**src/hw/ifeb_cfg.svh**
```systemverilog
`ifndef IFEB_CFG_SVH
`define IFEB_CFG_SVH

// Register byte offsets on the APB
`define IFEB_OFF_CTL 12'h000
`define IFEB_OFF_PE1 12'h004
`define IFEB_OFF_PE2 12'h008
`define IFEB_OFF_PF1 12'h00C
`define IFEB_OFF_PF2 12'h010
`define IFEB_OFF_OPT 12'h014
`define IFEB_OFF_PCE 12'h018

// Reset values
`define IFEB_RST_CTL 8'h00
`define IFEB_RST_PE1 8'h00
`define IFEB_RST_PE2 8'h00
`define IFEB_RST_PF1 8'h00
`define IFEB_RST_PF2 8'h00
`define IFEB_RST_OPT 8'h00
`define IFEB_RST_PCE 8'h00

// Interrupt control fields
`define IFEB_CTL_GIE 7
`define IFEB_CTL_PERIPHERAL_GROUP_ENABLE 6
`define IFEB_CTL_T0EN 5
`define IFEB_CTL_EXTEN 4
`define IFEB_CTL_PCEN 3
`define IFEB_CTL_T0FL 2
`define IFEB_CTL_EXTFL 1
`define IFEB_CTL_PCFL 0

// Peripheral flag one fields
`define IFEB_PF1_TX 7
`define IFEB_PF1_RX 6
`define IFEB_PF1_COLL 5
`define IFEB_PF1_SYNC 4
`define IFEB_PF1_CC2 3
`define IFEB_PF1_CC1 2
`define IFEB_PF1_T2 1
`define IFEB_PF1_T1 0

// Peripheral flag two fields
`define IFEB_PF2_DESATURATION_DETECT 7
`define IFEB_PF2_CONV 6
`define IFEB_PF2_GAP 5
`define IFEB_PF2_OTEMP 4
`define IFEB_PF2_OUTOV 3
`define IFEB_PF2_DRUV 2
`define IFEB_PF2_INOV 1
`define IFEB_PF2_INUV 0

// Option fields
`define IFEB_OPT_EDGE 0
`define IFEB_OPT_OOV_R 1
`define IFEB_OPT_OOV_F 2
`define IFEB_OPT_IOV_R 3
`define IFEB_OPT_IOV_F 4
`define IFEB_OPT_IUV_R 5
`define IFEB_OPT_IUV_F 6

// Synchroniser vector layout
`define IFEB_SYN_W 12
`define IFEB_SYN_EXT 8
`define IFEB_SYN_OOV 9
`define IFEB_SYN_IOV 10
`define IFEB_SYN_IUV 11

`endif

```
**src/hw/ifeb_pkg.sv**
```systemverilog
package ifeb_pkg;

    typedef enum logic [2:0] {
        IFEB_R_CTL = 3'h0,
        IFEB_R_PE1 = 3'h1,
        IFEB_R_PE2 = 3'h3,
        IFEB_R_PF1 = 3'h2,
        IFEB_R_PF2 = 3'h6,
        IFEB_R_OPT = 3'h7,
        IFEB_R_PCE = 3'h5,
        IFEB_R_NONE = 3'h4
    } ifeb_reg_t;

    // Same-clock event pulses and buffer levels from the peripherals
    typedef struct packed {
        logic timer0_roll;
        logic timer1_roll;
        logic timer2_match;
        logic capcmp1_hit;
        logic capcmp2_hit;
        logic sync_port_evt;
        logic collision_evt;
        logic conv_done;
        logic overtemp_evt;
        logic drive_uv_evt;
        logic desaturation_detect_evt;
        logic tx_buf_empty;
        logic rx_buf_full;
    } ifeb_evt_t;

    typedef struct packed {
        logic [7:0] ctl;
        logic [7:0] pe1;
        logic [7:0] pe2;
        logic [7:0] pf1;
        logic [7:0] pf2;
        logic [7:0] opt;
        logic [7:0] pce;
        logic [11:0] s1;
        logic [11:0] s2;
        logic [11:0] s3;
        logic [11:0] filt;
        logic [31:0] prdata;
        logic pready;
        logic pslverr;
        logic irq;
    } ifeb_state_t;

endpackage : ifeb_pkg

```
**src/hw/ifeb_bank.sv**
```systemverilog
// What this block does
// - Global enable gates every request to core
// - Peripheral requests also need group enable
// - Flags set regardless of interrupt enables; the pin change flag needs its pin enabled in PCE
// - Core-source enables at control bits 5..3
// - Timer0 rollover sets flag, software clears
// - External pin flag sticky until cleared
// - Enabled pin change sets change flag
// - Peripheral enable one layout, reset zero
// - Peripheral enable two layout, bit5 zero
// - Transmit flag follows empty transmit buffer
// - Receive flag follows full receive buffer
// - Timer2 period match sets sticky flag
// - Timer1 rollover sets sticky flag
// - Capture, collision and port event flags
// - Conversion complete sets converter flag
// - Output overvoltage flag on selected edge
// - Input overvoltage flag on selected edge
// - Input undervoltage flag on selected edge
// - Overtemperature and drive undervoltage flags
// - Desaturation event sets its flag
// - Taken interrupt clears global enable
// - External pin edge chosen by option
// - Any reset clears global enable
//
// Chosen here: the placing of the registers and register access over APB.
`include "ifeb_cfg.svh"

module ifeb_bank
    import ifeb_pkg::*;
(
    input wire logic pclk,
    input wire logic presetn,
    input wire logic clk_en,
    input wire logic [11:0] paddr,
    input wire logic psel,
    input wire logic penable,
    input wire logic pwrite,
    input wire logic [31:0] pwdata,
    output logic [31:0] prdata,
    output logic pready,
    output logic pslverr,
    input wire ifeb_evt_t periph_evt,
    input wire logic [7:0] change_pins,
    input wire logic ext_irq_pin,
    input wire logic out_overvolt_in,
    input wire logic in_overvolt_in,
    input wire logic in_undervolt_in,
    input wire logic irq_taken,
    output logic irq_req
);

    function automatic ifeb_reg_t ifeb_decode(input logic [11:0] a);
        ifeb_reg_t r;
        r = IFEB_R_NONE;
        if (a == `IFEB_OFF_CTL) begin
            r = IFEB_R_CTL;
        end else if (a == `IFEB_OFF_PE1) begin
            r = IFEB_R_PE1;
        end else if (a == `IFEB_OFF_PE2) begin
            r = IFEB_R_PE2;
        end else if (a == `IFEB_OFF_PF1) begin
            r = IFEB_R_PF1;
        end else if (a == `IFEB_OFF_PF2) begin
            r = IFEB_R_PF2;
        end else if (a == `IFEB_OFF_OPT) begin
            r = IFEB_R_OPT;
        end else if (a == `IFEB_OFF_PCE) begin
            r = IFEB_R_PCE;
        end
        return r;
    endfunction : ifeb_decode

    ifeb_state_t q;
    ifeb_state_t d;
    ifeb_reg_t sel;
    logic access;
    logic commit;
    logic wr;
    logic [11:0] pins;
    logic [11:0] agree;
    logic [11:0] chg;
    logic [11:0] rise;
    logic [11:0] fall;
    logic [7:0] ctl_set;
    logic [7:0] pf1_set;
    logic [7:0] pf2_set;
    logic [7:0] wbyte;
    logic core_req;
    logic periph_req;

    assign pins = {in_undervolt_in, in_overvolt_in, out_overvolt_in,
                   ext_irq_pin, change_pins};

    always_comb begin
        d = q;
        sel = ifeb_decode(paddr);
        wbyte = pwdata[7:0];
        // One wait state: pready rises on the second access cycle
        access = psel & penable & ~q.pready;
        commit = psel & penable & q.pready;
        wr = commit & pwrite;
        d.pready = access;
        d.pslverr = access & (sel == IFEB_R_NONE);
        if (access & ~pwrite) begin
            case (sel)
                IFEB_R_CTL: d.prdata = {24'h000000, q.ctl};
                IFEB_R_PE1: d.prdata = {24'h000000, q.pe1};
                IFEB_R_PE2: d.prdata = {24'h000000, q.pe2};
                IFEB_R_PF1: d.prdata = {24'h000000, q.pf1};
                IFEB_R_PF2: d.prdata = {24'h000000, q.pf2};
                IFEB_R_OPT: d.prdata = {24'h000000, q.opt};
                IFEB_R_PCE: d.prdata = {24'h000000, q.pce};
                default: d.prdata = 32'h00000000;
            endcase
        end else if (commit) begin
            d.prdata = 32'h00000000;
        end

        // Three stages; a level counts once stages two and three agree
        d.s1 = pins;
        d.s2 = q.s1;
        d.s3 = q.s2;
        agree = ~(q.s2 ^ q.s3);
        d.filt = (q.filt & ~agree) | (q.s3 & agree);
        chg = d.filt ^ q.filt;
        rise = chg & d.filt;
        fall = chg & ~d.filt;

        ctl_set = 8'h00;
        pf1_set = 8'h00;
        pf2_set = 8'h00;
        ctl_set[`IFEB_CTL_T0FL] = periph_evt.timer0_roll;
        ctl_set[`IFEB_CTL_EXTFL] = q.opt[`IFEB_OPT_EDGE] ?
            rise[`IFEB_SYN_EXT] : fall[`IFEB_SYN_EXT];
        ctl_set[`IFEB_CTL_PCFL] = |(chg[7:0] & q.pce);
        pf1_set[`IFEB_PF1_COLL] = periph_evt.collision_evt;
        pf1_set[`IFEB_PF1_SYNC] = periph_evt.sync_port_evt;
        pf1_set[`IFEB_PF1_CC2] = periph_evt.capcmp2_hit;
        pf1_set[`IFEB_PF1_CC1] = periph_evt.capcmp1_hit;
        pf1_set[`IFEB_PF1_T2] = periph_evt.timer2_match;
        pf1_set[`IFEB_PF1_T1] = periph_evt.timer1_roll;
        pf2_set[`IFEB_PF2_DESATURATION_DETECT] = periph_evt.desaturation_detect_evt;
        pf2_set[`IFEB_PF2_CONV] = periph_evt.conv_done;
        pf2_set[`IFEB_PF2_OTEMP] = periph_evt.overtemp_evt;
        pf2_set[`IFEB_PF2_DRUV] = periph_evt.drive_uv_evt;
        pf2_set[`IFEB_PF2_OUTOV] =
            (q.opt[`IFEB_OPT_OOV_R] & rise[`IFEB_SYN_OOV]) |
            (q.opt[`IFEB_OPT_OOV_F] & fall[`IFEB_SYN_OOV]);
        pf2_set[`IFEB_PF2_INOV] =
            (q.opt[`IFEB_OPT_IOV_R] & rise[`IFEB_SYN_IOV]) |
            (q.opt[`IFEB_OPT_IOV_F] & fall[`IFEB_SYN_IOV]);
        pf2_set[`IFEB_PF2_INUV] =
            (q.opt[`IFEB_OPT_IUV_R] & rise[`IFEB_SYN_IUV]) |
            (q.opt[`IFEB_OPT_IUV_F] & fall[`IFEB_SYN_IUV]);

        if (wr && sel == IFEB_R_CTL) begin
            d.ctl = wbyte;
        end
        if (wr && sel == IFEB_R_PE1) begin
            d.pe1 = wbyte;
        end
        // Enable two, gap bit held low
        if (wr && sel == IFEB_R_PE2) begin
            d.pe2 = wbyte;
        end
        d.pe2[`IFEB_PF2_GAP] = 1'b0;
        if (wr && sel == IFEB_R_PF1) begin
            d.pf1 = wbyte;
        end
        if (wr && sel == IFEB_R_PF2) begin
            d.pf2 = wbyte;
        end
        if (wr && sel == IFEB_R_OPT) begin
            d.opt = {1'b0, wbyte[6:0]};
        end
        if (wr && sel == IFEB_R_PCE) begin
            d.pce = wbyte;
        end

        // Sticky flags; a set wins over a clear in the same cycle
        d.ctl = d.ctl | ctl_set;
        d.pf1 = d.pf1 | pf1_set;
        d.pf2 = d.pf2 | pf2_set;
        d.pf2[`IFEB_PF2_GAP] = 1'b0;
        // Transmit flag is the buffer level, not writable
        d.pf1[`IFEB_PF1_TX] = periph_evt.tx_buf_empty;
        // Receive flag is the buffer level, not writable
        d.pf1[`IFEB_PF1_RX] = periph_evt.rx_buf_full;
        // Entry to service beats a write setting the bit
        if (irq_taken) begin
            d.ctl[`IFEB_CTL_GIE] = 1'b0;
        end

        // A stale flag raises a request as soon as it is enabled
        core_req = |(d.ctl[5:3] & d.ctl[2:0]);
        periph_req = d.ctl[`IFEB_CTL_PERIPHERAL_GROUP_ENABLE] &
            (|(d.pe1 & d.pf1) | |(d.pe2 & d.pf2));
        d.irq = d.ctl[`IFEB_CTL_GIE] & (core_req | periph_req);
    end

    always_ff @(posedge pclk or negedge presetn) begin
        if (!presetn) begin
            q.ctl <= `IFEB_RST_CTL;
            q.pe1 <= `IFEB_RST_PE1;
            q.pe2 <= `IFEB_RST_PE2;
            q.pf1 <= `IFEB_RST_PF1;
            q.pf2 <= `IFEB_RST_PF2;
            q.opt <= `IFEB_RST_OPT;
            q.pce <= `IFEB_RST_PCE;
            q.s1 <= 12'h000;
            q.s2 <= 12'h000;
            q.s3 <= 12'h000;
            q.filt <= 12'h000;
            q.prdata <= 32'h00000000;
            q.pready <= 1'b0;
            q.pslverr <= 1'b0;
            q.irq <= 1'b0;
        end else if (clk_en) begin
            q <= d;
        end
    end

    assign prdata = q.prdata;
    assign pready = q.pready;
    assign pslverr = q.pslverr;
    assign irq_req = q.irq;

endmodule : ifeb_bank

```
**config.mk**
```make
export PLATFORM = sky130hd
export DESIGN_NAME = ifeb_bank
export DESIGN_NICKNAME = d
export VERILOG_FILES = /design/src/hw/ifeb_pkg.sv /design/src/hw/ifeb_bank.sv
export VERILOG_INCLUDE_DIRS = /design/src /design/src/hw
export SDC_FILE = /design/constraint.sdc
export NUM_CORES = 1
export LEC_CHECK = 0
export BUFFER_PORTS_ARGS = -buffer_cell sky130_fd_sc_hd__buf_2
export CORE_MARGIN = 2
export CORE_UTILIZATION = 45
export CTS_CLUSTER_DIAMETER = 30
export DETAILED_ROUTE_END_ITERATION = 7
export PLACE_DENSITY_LB_ADDON = 0.1
export SYNTH_ARGS = -nofsm -noshare
export SYNTH_HDL_FRONTEND = slang
export SYNTH_SLANG_ARGS = --single-unit
```
**constraint.sdc**
```tcl
create_clock -name pclk -period 5.7 [get_ports pclk]
set_input_delay 0.855 -clock pclk [delete_from_list [all_inputs] [get_ports pclk]]
set_output_delay 0.855 -clock pclk [all_outputs]
set_load 0.05 [all_outputs]
```
== Word level (Yosys, flattened, before mapping) ==
Cells that the tools add are included.
Word-level totals
  bits in registers: 136
  bits of input ports: 76
Cells by class
  bitwise operators: 38
  mux-type cells: 17
  eq/ne operators: 13
  reduce and logical (&&, ||, !) cells: 17
Operators by type and width (number)
  2-to-1 mux 32 bit: 2
  case mux 8 bit (7 select lines): 1
  AND 12 bit: 4
  == test 12 x 5 -> 1 bit, second input constant: 3
  inverter 12 bit: 3
  2-to-1 mux 8 bit: 4
  AND 8 bit: 3
  == test 12 x 4 -> 1 bit, second input constant: 2
  OR reduction 8 bit: 3
  bitwise XOR 12 bit: 2
  AND 1 bit: 14
  == test 12 x 3 -> 1 bit, second input constant: 1
  == test 3 bit, second input constant: 4
  zero test 12 bit: 1
  2-to-1 mux 3 bit: 4
  bitwise OR 12 bit: 1
  bitwise OR 8 x 3 -> 8 bit: 1
  bitwise OR 8 bit: 1
  logical AND 1 bit: 7
  == test 3 x 2 -> 1 bit, second input constant: 2
  2-to-1 mux 6 bit: 1
  bitwise OR 6 bit: 1
  AND reduction 2 bit: 3
  bitwise OR 1 bit: 5
  other kinds (8): 12

== Depth between registers and ports, before layout ==
Gate-level depths: netlist of the first run.
  depth in word-level cells: 18
  depth in mapped cells: 10
  mapped depth without buffers: 8

== Worst setup path after synthesis of the first run ==
No wires, ideal clock.
  path kind: in2reg
  start: in paddr[9]
  end: reg q, in the netlist irq_req
  required time: 5.565 ns
  path slack: 2.982 ns
  buffers on the path: 0
  data arrival time: 2.583 ns
  library setup time: 0.135 ns
  cell stages on the path: 8
  cell sequence: nor3_1 nand4b_2 nor2_4 mux2_2 a2bb2oi_1 nand4_1 nor4_1 o311ai_1
On the way
  word-level cells in the longest chain between the ends: 18
  elaborated cells on any way between the ends: 43
Ends and longest elaborated chain
  start, declared: RTL line ifeb_bank.sv:35  | input wire logic [11:0] paddr,
  == test 12 x 5 -> 1 bit (no line)
  2-to-1 mux 1 bit: RTL line ifeb_bank.sv:68  | end else if (a == `IFEB_OFF_PCE) begin
  2-to-1 mux 2 bit: RTL line ifeb_bank.sv:66  | end else if (a == `IFEB_OFF_OPT) begin
  2-to-1 mux 2 bit: RTL line ifeb_bank.sv:64  | end else if (a == `IFEB_OFF_PF2) begin
  2-to-1 mux 3 bit: RTL line ifeb_bank.sv:62  | end else if (a == `IFEB_OFF_PF1) begin
  2-to-1 mux 3 bit: RTL line ifeb_bank.sv:60  | end else if (a == `IFEB_OFF_PE2) begin
  2-to-1 mux 3 bit: RTL line ifeb_bank.sv:58  | end else if (a == `IFEB_OFF_PE1) begin
  2-to-1 mux 3 bit *: RTL line ifeb_bank.sv:56  | if (a == `IFEB_OFF_CTL) begin
  (+2 left out)
  2-to-1 mux 6 bit or 2-to-1 mux 8 bit (tied branches): RTL line ifeb_bank.sv:168, ifeb_bank.sv:171
  bitwise OR 6 bit or bitwise OR 8 bit (tied branches): RTL line ifeb_bank.sv:183, ifeb_bank.sv:184
  AND 8 bit: RTL line ifeb_bank.sv:198  | (|(d.pe1 & d.pf1) | |(d.pe2 & d.pf2));
  OR reduction 8 bit: RTL line ifeb_bank.sv:198
  bitwise OR 1 bit: RTL line ifeb_bank.sv:198
  AND 1 bit: RTL line ifeb_bank.sv:197  | periph_req = d.ctl[`IFEB_CTL_PERIPHERAL_GROUP_ENABLE] &
  bitwise OR 1 bit: RTL line ifeb_bank.sv:199  | d.irq = d.ctl[`IFEB_CTL_GIE] & (core_req | periph_req);
  AND 1 bit *: RTL line ifeb_bank.sv:199
  end, declared: RTL line ifeb_bank.sv:74  | ifeb_state_t q;
Every way passes the cells marked *; elsewhere a longest branch is shown, timed or not.
A chain may end at the register's enable or synchronous reset.

== Worst setup path after layout of the first run ==
  start: in paddr[2]
  end: reg q, in the netlist irq_req
Same word-level chain as after synthesis.

==> summary.md, run 1 <==
| Metric | Value |
|---|---|
| Status | `finished, final reports clean` |
| Max Freq | `262 MHz` |
| Hold buffers post-CTS | `0` |
| Most frequent cells in the layout | `dfrtp_1 (112), o21ai_0 (66), buf_2 (61)` |
| Final HPWL DP | `10200 um` |
| Gr busiest metal | `met2` |
| IO Count | `111` |
| GR Util met1 | `0.289` |
| Worst-path fanout max | `21` |
| Die Y | `around 120 um` |
| CTS resizes | `0` |
| Max-Cap Viols | `0` |
| Mapped Avg Cell Area | `10.2 um2` |
| Non-filler cells, final | `about 790` |
| Tcrit/Tclk final | `0.670` |
| Final Setup Violations | `0` |
| Worst Hold Slack | `approximately 0.5 ns` |
| Total leakage power | `2.83 nW` |
| Post-Syn Area | `5850 um2` |
| Final Util | `0.508` |
| CTS tree | `yes` |
| Hold Startpoint | `d[69]$_DFFE_PN0P_` |
| Total Routing Usage GR | `0.222` |
| Worst path cell trace | `buf_2, nor2b_1, nand2_1, nor2_4, mux2_2, a2bb2oi_1, nand4_1, nor4_1, o311ai_1` |
| Root buf cell | `clkbuf_16` |
| Main flop type after synthesis | `dfrtp_1` |
| CP required | `between 5 and 6 ns` |
| GP Congestion | `0.911` |
| Fin. max-slew vios | `0` |
| Worst hold path stage count | `2` |
| Min Tclk post-route | `3.82 ns` |
| Full die area | `about 14000 um2` |
| Finished Cell Area | `about 6400 um2` |
| Antenna violations before repair | `1` |
| Largest net degree at the start of global routing | `64` |
| Vias per std cell | `roughly 5.7` |
| Clock Skews | `0.00284 ns` |
| Slew headroom | `0.376` |
| Largest stage delay, worst path | `a little under 0.8 ns` |
| Largest delay share family, worst path | `simple AND/OR/NAND/NOR gates` |
| Placed Area | `roughly 6000 um2` |
| Post-synth EDFFs | `0` |
| FF-to-FF setup slack | `2.76 ns` |
| Startpoint Class | `input port` |
| 1st-pass router iterations | `5` |
| Drt wl/cell | `roughly 19 um` |
| CP Launch Point | `paddr[2]` |
| Number of setup buffers added after CTS | `0` |
| Setup TNS Final | `0 ns` |
| Pwr dens | `~280 nW/um2` |
| Setup CP Type | `in2reg` |
| Area leader, netlist | `dfrtp_1` |
| FILL cells | `1209` |
| H-tree levels | `3` |
| Die width | `approximately 120 um` |
| Slowest cell on crit path | `nor2b_1` |
| RSZ-0062 raised after global routing | `no` |
| # port buffers | `62` |
| Synth area leaders | `dfrtp_1 (48%), mux2_2 (10%), o21ai_0 (5.7%), buf_4 (4.2%), nor2_1 (3.5%)` |
| Setup crit end kind | `flip-flop` |
| Number of placed instances, taps included | `between 700 and 800` |
| Fin nets | `690` |
| M2 GR Usage | `0.366` |
| Post-detailed-route count of antenna-violating nets | `0` |
| FF-to-FF Start | `pready$_DFFE_PN0P_` |
| CTS sink cnt | `112` |
| Worst vdd ir | `0.000294 V` |
| Synth cell types | `55` |
| Register area share after synthesis | `0.479` |
| Initial Util | `0.461` |
| Hold EP | `d[57]$_DFFE_PN0P_` |
| RR Endpoint | `irq_req$_DFFE_PN0P_` |
| Synth warn | `0` |
| Vias | `4527` |
| CTS buffer count | `9` |
| Synth-to-Final Area Change | `10.1%` |
| Worst reg-to-reg path cell count | `8` |
| Post-Syn Instances | `573` |
| Worst-case clock buffer depth | `2` |
| Hold Fails Final Rpt | `0` |
| Synthesized flop and latch total | `roughly 110` |
| DRC violations left | `0` |
| First-pass GRT wire length | `24000 um` |
| CP bufs+invs | `1` |
| Global route total overflow | `0` |
| 1st-iter DRT viols | `476` |
| Post-Route WL | `14700 um` |
| Worst Hold Class | `reg2reg` |
| Critical Path AT | `4.05 ns` |
| Least-Margin Pin Slew | `0.931 ns` |
| Clk pin slew, worst setup/hold paths | `0.07 ns` |
| Met3 Usage GRT | `0.0494` |
| Number of global-route vias before repair | `4434` |
| Core Area | `roughly 13000 um2` |
| Commonest non-fill, non-tap cell in the layout | `dfrtp_1` |
| Fraction of layout cells with a size suffix above 1 | `0.244` |
| Clk_lat worst skew | `approximately 0.36 ns` |
| Post-synthesis async set-or-reset flop share | `1.00` |
| Rows | `a little over 40` |
| Share of Yosys cell area claimed by the top area cell type | `0.479` |
==> Yosys cell counts (all sizes together), types with 2 or more instances <==
| master | n |
|---|---|
| dfrtp | 112 |
| o21ai | 69 |
| nor2 | 56 |
| mux2 | 53 |
| nand2 | 52 |
| buf | 43 |
| a21oi | 27 |
| inv | 18 |
| o32a | 17 |
| clkbuf | 15 |
| nor3 | 14 |
| mux2i | 12 |
| o22ai | 11 |
| a22o | 9 |
| a31oi | 7 |
| mux4 | 6 |
| nor3b | 5 |
| nand2b | 4 |
| nand4 | 4 |
| nor2b | 4 |
| a2111oi | 3 |
| nand3 | 3 |
| a211oi | 2 |
| a21o | 2 |
| a22oi | 2 |
| a2bb2oi | 2 |
| and4b | 2 |
| nand4b | 2 |
| nor4 | 2 |
| o32ai | 2 |
==> power breakdown <==
| group | leakage [nW] | internal, mW | switching (mW) |
|---|---|---|---|
| clock | 0.148 | 0.347 | 0.305 |
| sequential | 1.39 | 0.868 | 0.0638 |
| combinational | 1.30 | 0.0946 | 0.155 |
| total | 2.83 | 1.31 | 0.524 |
==> final cells by class <==
cell class / count / area (um2) / area share
diodes: 1 / 2.50 / 0.000389
clock buffers: 9 / 225 / 0.0350
clock inverters: 7 / 80.1 / 0.0124
multi-input cells: 408 / 2710 / 0.421
well taps: 172 / 215 / 0.0334
inverters: 18 / 67.6 / 0.0105
flip-flops and latches: 112 / 2800 / 0.435
repair buffers: 65 / 335 / 0.0521
==> worst max-delay path by stage <==
stage,endpoint,cells after the start
3_3_place_gp,irq_req$_DFFE_PN0P_,9
6_report,irq_req$_DFFE_PN0P_,9
3_5_place_dp,irq_req$_DFFE_PN0P_,9
4_1_cts,irq_req$_DFFE_PN0P_,9
2_1_floorplan,irq_req$_DFFE_PN0P_,8
5_1_grt,irq_req$_DFFE_PN0P_,9
==> flip-flops by register name, indices dropped and copies added (netlist names) <==
| signal | flops |
|---|---|
| pready | 1 |
| q | 77 |
| d | 24 |
| prdata | 8 |
| pslverr | 1 |
| irq_req | 1 |
==> routing by layer <==
layer  wire (um)  vias to the layer above
li1            -                     2107
met5           0                        -
met3         852                       25
met2        7050                      163
met4         402                        0
met1        6420                     2232
==> cells by family (layout without fill, tap and decap cells) <==
logic type	after synthesis	count (layout)	synth area share
flops	112	112	0.479
buf+inv	76	99	0.0717
mux	71	71	0.146
other cells	1	25	0.000642
compound gates	160	160	0.174
simple gates	153	153	0.128
==> stage by stage <==
step / power, mW / worst slack, ns
floorplan: 1.12 / 2.98
global route: 1.93 / 1.73
global placement: 1.18 / 1.74
CTS: 1.85 / 2.04
finish: 1.83 / 1.88
detailed placement: 1.20 / 1.67
==> tightest hold or removal path, delay by kind of cell (launching register included) <==
kind	cells	cell delay (ns)
compound gates	1	0.06
simple gates	1	0.05
flops	1	0.34
No activity file was read; power rests on OpenSTA's default activity.
==> run 2: changes to the inputs <==
- clock period: 5.7 -> 3.1 ns (I/O delays scaled with it)
==> run 2 against run 1 <==
Against the previous run:
- sequential share of layout area fell by 0.77 points
- non-clock buffer count rose by 15
- via count rose by 0.20%
- die area did not move
- setup slack got worse by 1.4 ns
- global-route usage rose by 0.12 points
- final cell count rose by 1.9%
- critical path depth fell by 1
- worst hold slack got worse by 0.34 ns
- critical path type is now reg2reg
- largest power group unchanged
- highest routed layer unchanged
==> summary.md, run 2 (same netlist as run 1, synthesis figures left out) <==
| Metric | Value |
|---|---|
| Initial Util | `0.461` |
| CTS resizes | `0` |
| Gr busiest metal | `met2` |
| Largest register FFs | `77` |
| CTS buffer count | `9` |
| Most frequent cells in the layout | `dfrtp_1 (112), o21ai_0 (66), buf_2 (61)` |
| Startpoint Class | `flip-flop` |
| GP Congestion | `~0.96` |
| Max Freq | `382 MHz` |
| Finished Cell Area | `about 6600 um2` |
| Largest stage delay, worst path | `~0.44 ns` |
| H-tree levels | `3` |
| Internal power | `2.37 mW` |
| First-pass GRT wire length | `24000 um` |
| Net Sw Frac | `0.293` |
| IO Count | `~110` |
| Setup crit end kind | `flip-flop` |
| Slowest cell on crit path | `nor4_1` |
| Critical Path AT | `2.85 ns` |
| Least-Margin Pin Slew | `0.726 ns` |
| Tcrit/Tclk final | `0.845` |
| CTS sink cnt | `112` |
| Post-detailed-route count of antenna-violating nets | `0` |
| FF-to-FF setup slack | `around 0.48 ns` |
| Setup TNS Final | `0 ns` |
| M2 GR Usage | `0.368` |
| Fraction of power consumed by sequential logic | `0.512` |
| Commonest non-fill, non-tap cell in the layout | `dfrtp_1` |
| Sw power | `0.982 mW` |
| DRC violations left | `0` |
| Largest delay share family, worst path | `simple AND/OR/NAND/NOR gates` |
| 1st-iter DRT viols | `336` |
| Biggest register | `q` |
| Worst path cell trace | `and4_1, nand2_1, nor2_4, mux2_2, a2bb2oi_1, nand4_1, nor4_1, o311ai_1` |
| Worst reg-to-reg path cell count | `8` |
| Largest net degree at the start of global routing | `58` |
| 1st-pass router iterations | `5` |
| Max-Cap Viols | `0` |
| Status | `finished, final reports clean` |
| Fin nets | `705` |
| Clock power share | `0.348` |
| CP bufs+invs | `0` |
| Die width | `around 120 um` |
| Drt wl/cell | `18.5 um` |
| Core Area | `about 13000 um2` |
| Slew headroom | `0.514` |
| Total Routing Usage GR | `0.223` |
| Full die area | `approximately 14000 um2` |
| Vias | `4536` |
| Clk_lat worst skew | `0.36 ns` |
| Placed Area | `6260 um2` |
| RR Endpoint | `irq_req$_DFFE_PN0P_` |
| Clock Skews | `0.00843 ns` |
| Fin. max-slew vios | `0` |
| Total leakage power | `2.91 nW` |
| Min Tclk post-route | `2.62 ns` |
| Setup CP Type | `reg2reg` |
| Global route total overflow | `0` |
| Number of global-route vias before repair | `4347` |
| Die Y | `118 um` |
| Worst Hold Slack | `0.145 ns` |
| Root buf cell | `clkbuf_16` |
| Hold buffers post-CTS | `0` |
| Worst Hold Class | `in2async` |
| Antenna violations before repair | `1` |
| # port buffers | `between 60 and 70` |
| Final Setup Violations | `0` |
| Final HPWL DP | `10800 um` |
| Number of setup buffers added after CTS | `0` |
| Worst vdd ir | `0.000401 V` |
| CTS tree | `yes` |
| Footprint of the multi-input gates | `2710 um2` |
| GR Util met1 | `0.291` |
| Pwr dens | `between 500 and 600 nW/um2` |
| Fraction of layout cells with a size suffix above 1 | `0.262` |
| Worst-path fanout max | `9` |
| Clk pin slew, worst setup/hold paths | `~0.070 ns` |
| Hold Fails Final Rpt | `0` |
| Gate power share | `0.140` |
| Synth-to-Final Area Change | `12.1%` |
| RSZ-0062 raised after global routing | `no` |
| Register area | `2800 um2` |
| Post-Route WL | `14900 um` |
| Vias per std cell | `roughly 5.6` |
| Rows | `41` |
| FILL cells | `1189` |
| Worst-case clock buffer depth | `2` |
| FF-to-FF Start | `pready$_DFFE_PN0P_` |
| CP required | `3.33 ns` |
| Met3 Usage GRT | `0.0562` |
==> run 2: cell types whose count changed in the layout (fill, tap and decap cells not counted) <==
cell / change
buf_12: +1
buf_4: +14
bufinv_16: -1
clkbuf_8: +1
clkinv_2: -1
clkinvlp_4: -1
inv_6: +1
inv_8: +1
==> run 2: area by class of cell <==
cell class / count / share of cell area
repair buffers: 80 / 0.0702
inverters: 18 / 0.0103
well taps: 172 / 0.0328
clock buffers: 10 / 0.0365
flip-flops and latches: 112 / 0.428
clock inverters: 6 / 0.00878
multi-input cells: 408 / 0.413
diodes: 1 / 0.000382
==> run 2: routing by layer <==
layer / routed length [um] / vias up
met5: 0 / -
met4: 317 / 0
met3: 1090 / 22
met2: 7110 / 180
met1: 6390 / 2196
li1: - / 2138
==> run 2: power groups by stage <==
stage	Sequential [mW]	Clock [mW]	Combinational, mW
after CTS	1.71	1.19	0.476
after global placement	1.73	0	0.460
final	1.71	1.16	0.468
after detailed placement	1.74	0	0.474
after floorplan	1.72	0	0.341
after global routing	1.74	1.25	0.529
==> run 2: worst max path at each step <==
stage | from | to | cells past startpoint
6_report | pready$_DFFE_PN0P_ | irq_req$_DFFE_PN0P_ | 8
4_1_cts | pready$_DFFE_PN0P_ | irq_req$_DFFE_PN0P_ | 8
2_1_floorplan | pready$_DFFE_PN0P_ | irq_req$_DFFE_PN0P_ | 8
3_5_place_dp | paddr[0] | irq_req$_DFFE_PN0P_ | 9
5_1_grt | pready$_DFFE_PN0P_ | irq_req$_DFFE_PN0P_ | 8
3_3_place_gp | paddr[0] | irq_req$_DFFE_PN0P_ | 9
==> run 2: metrics by stage <==
stage                     utilization  worst slack (ns)  cells  power (mW)
after detailed placement        0.494             0.272    790        2.22
after global routing            0.517             0.321    806        3.52
after CTS                       0.517             0.520    806        3.38
final                           0.517             0.480    807        3.35
after global placement          0.494             0.328    790        2.19
after floorplan                     -             0.752    596        2.06
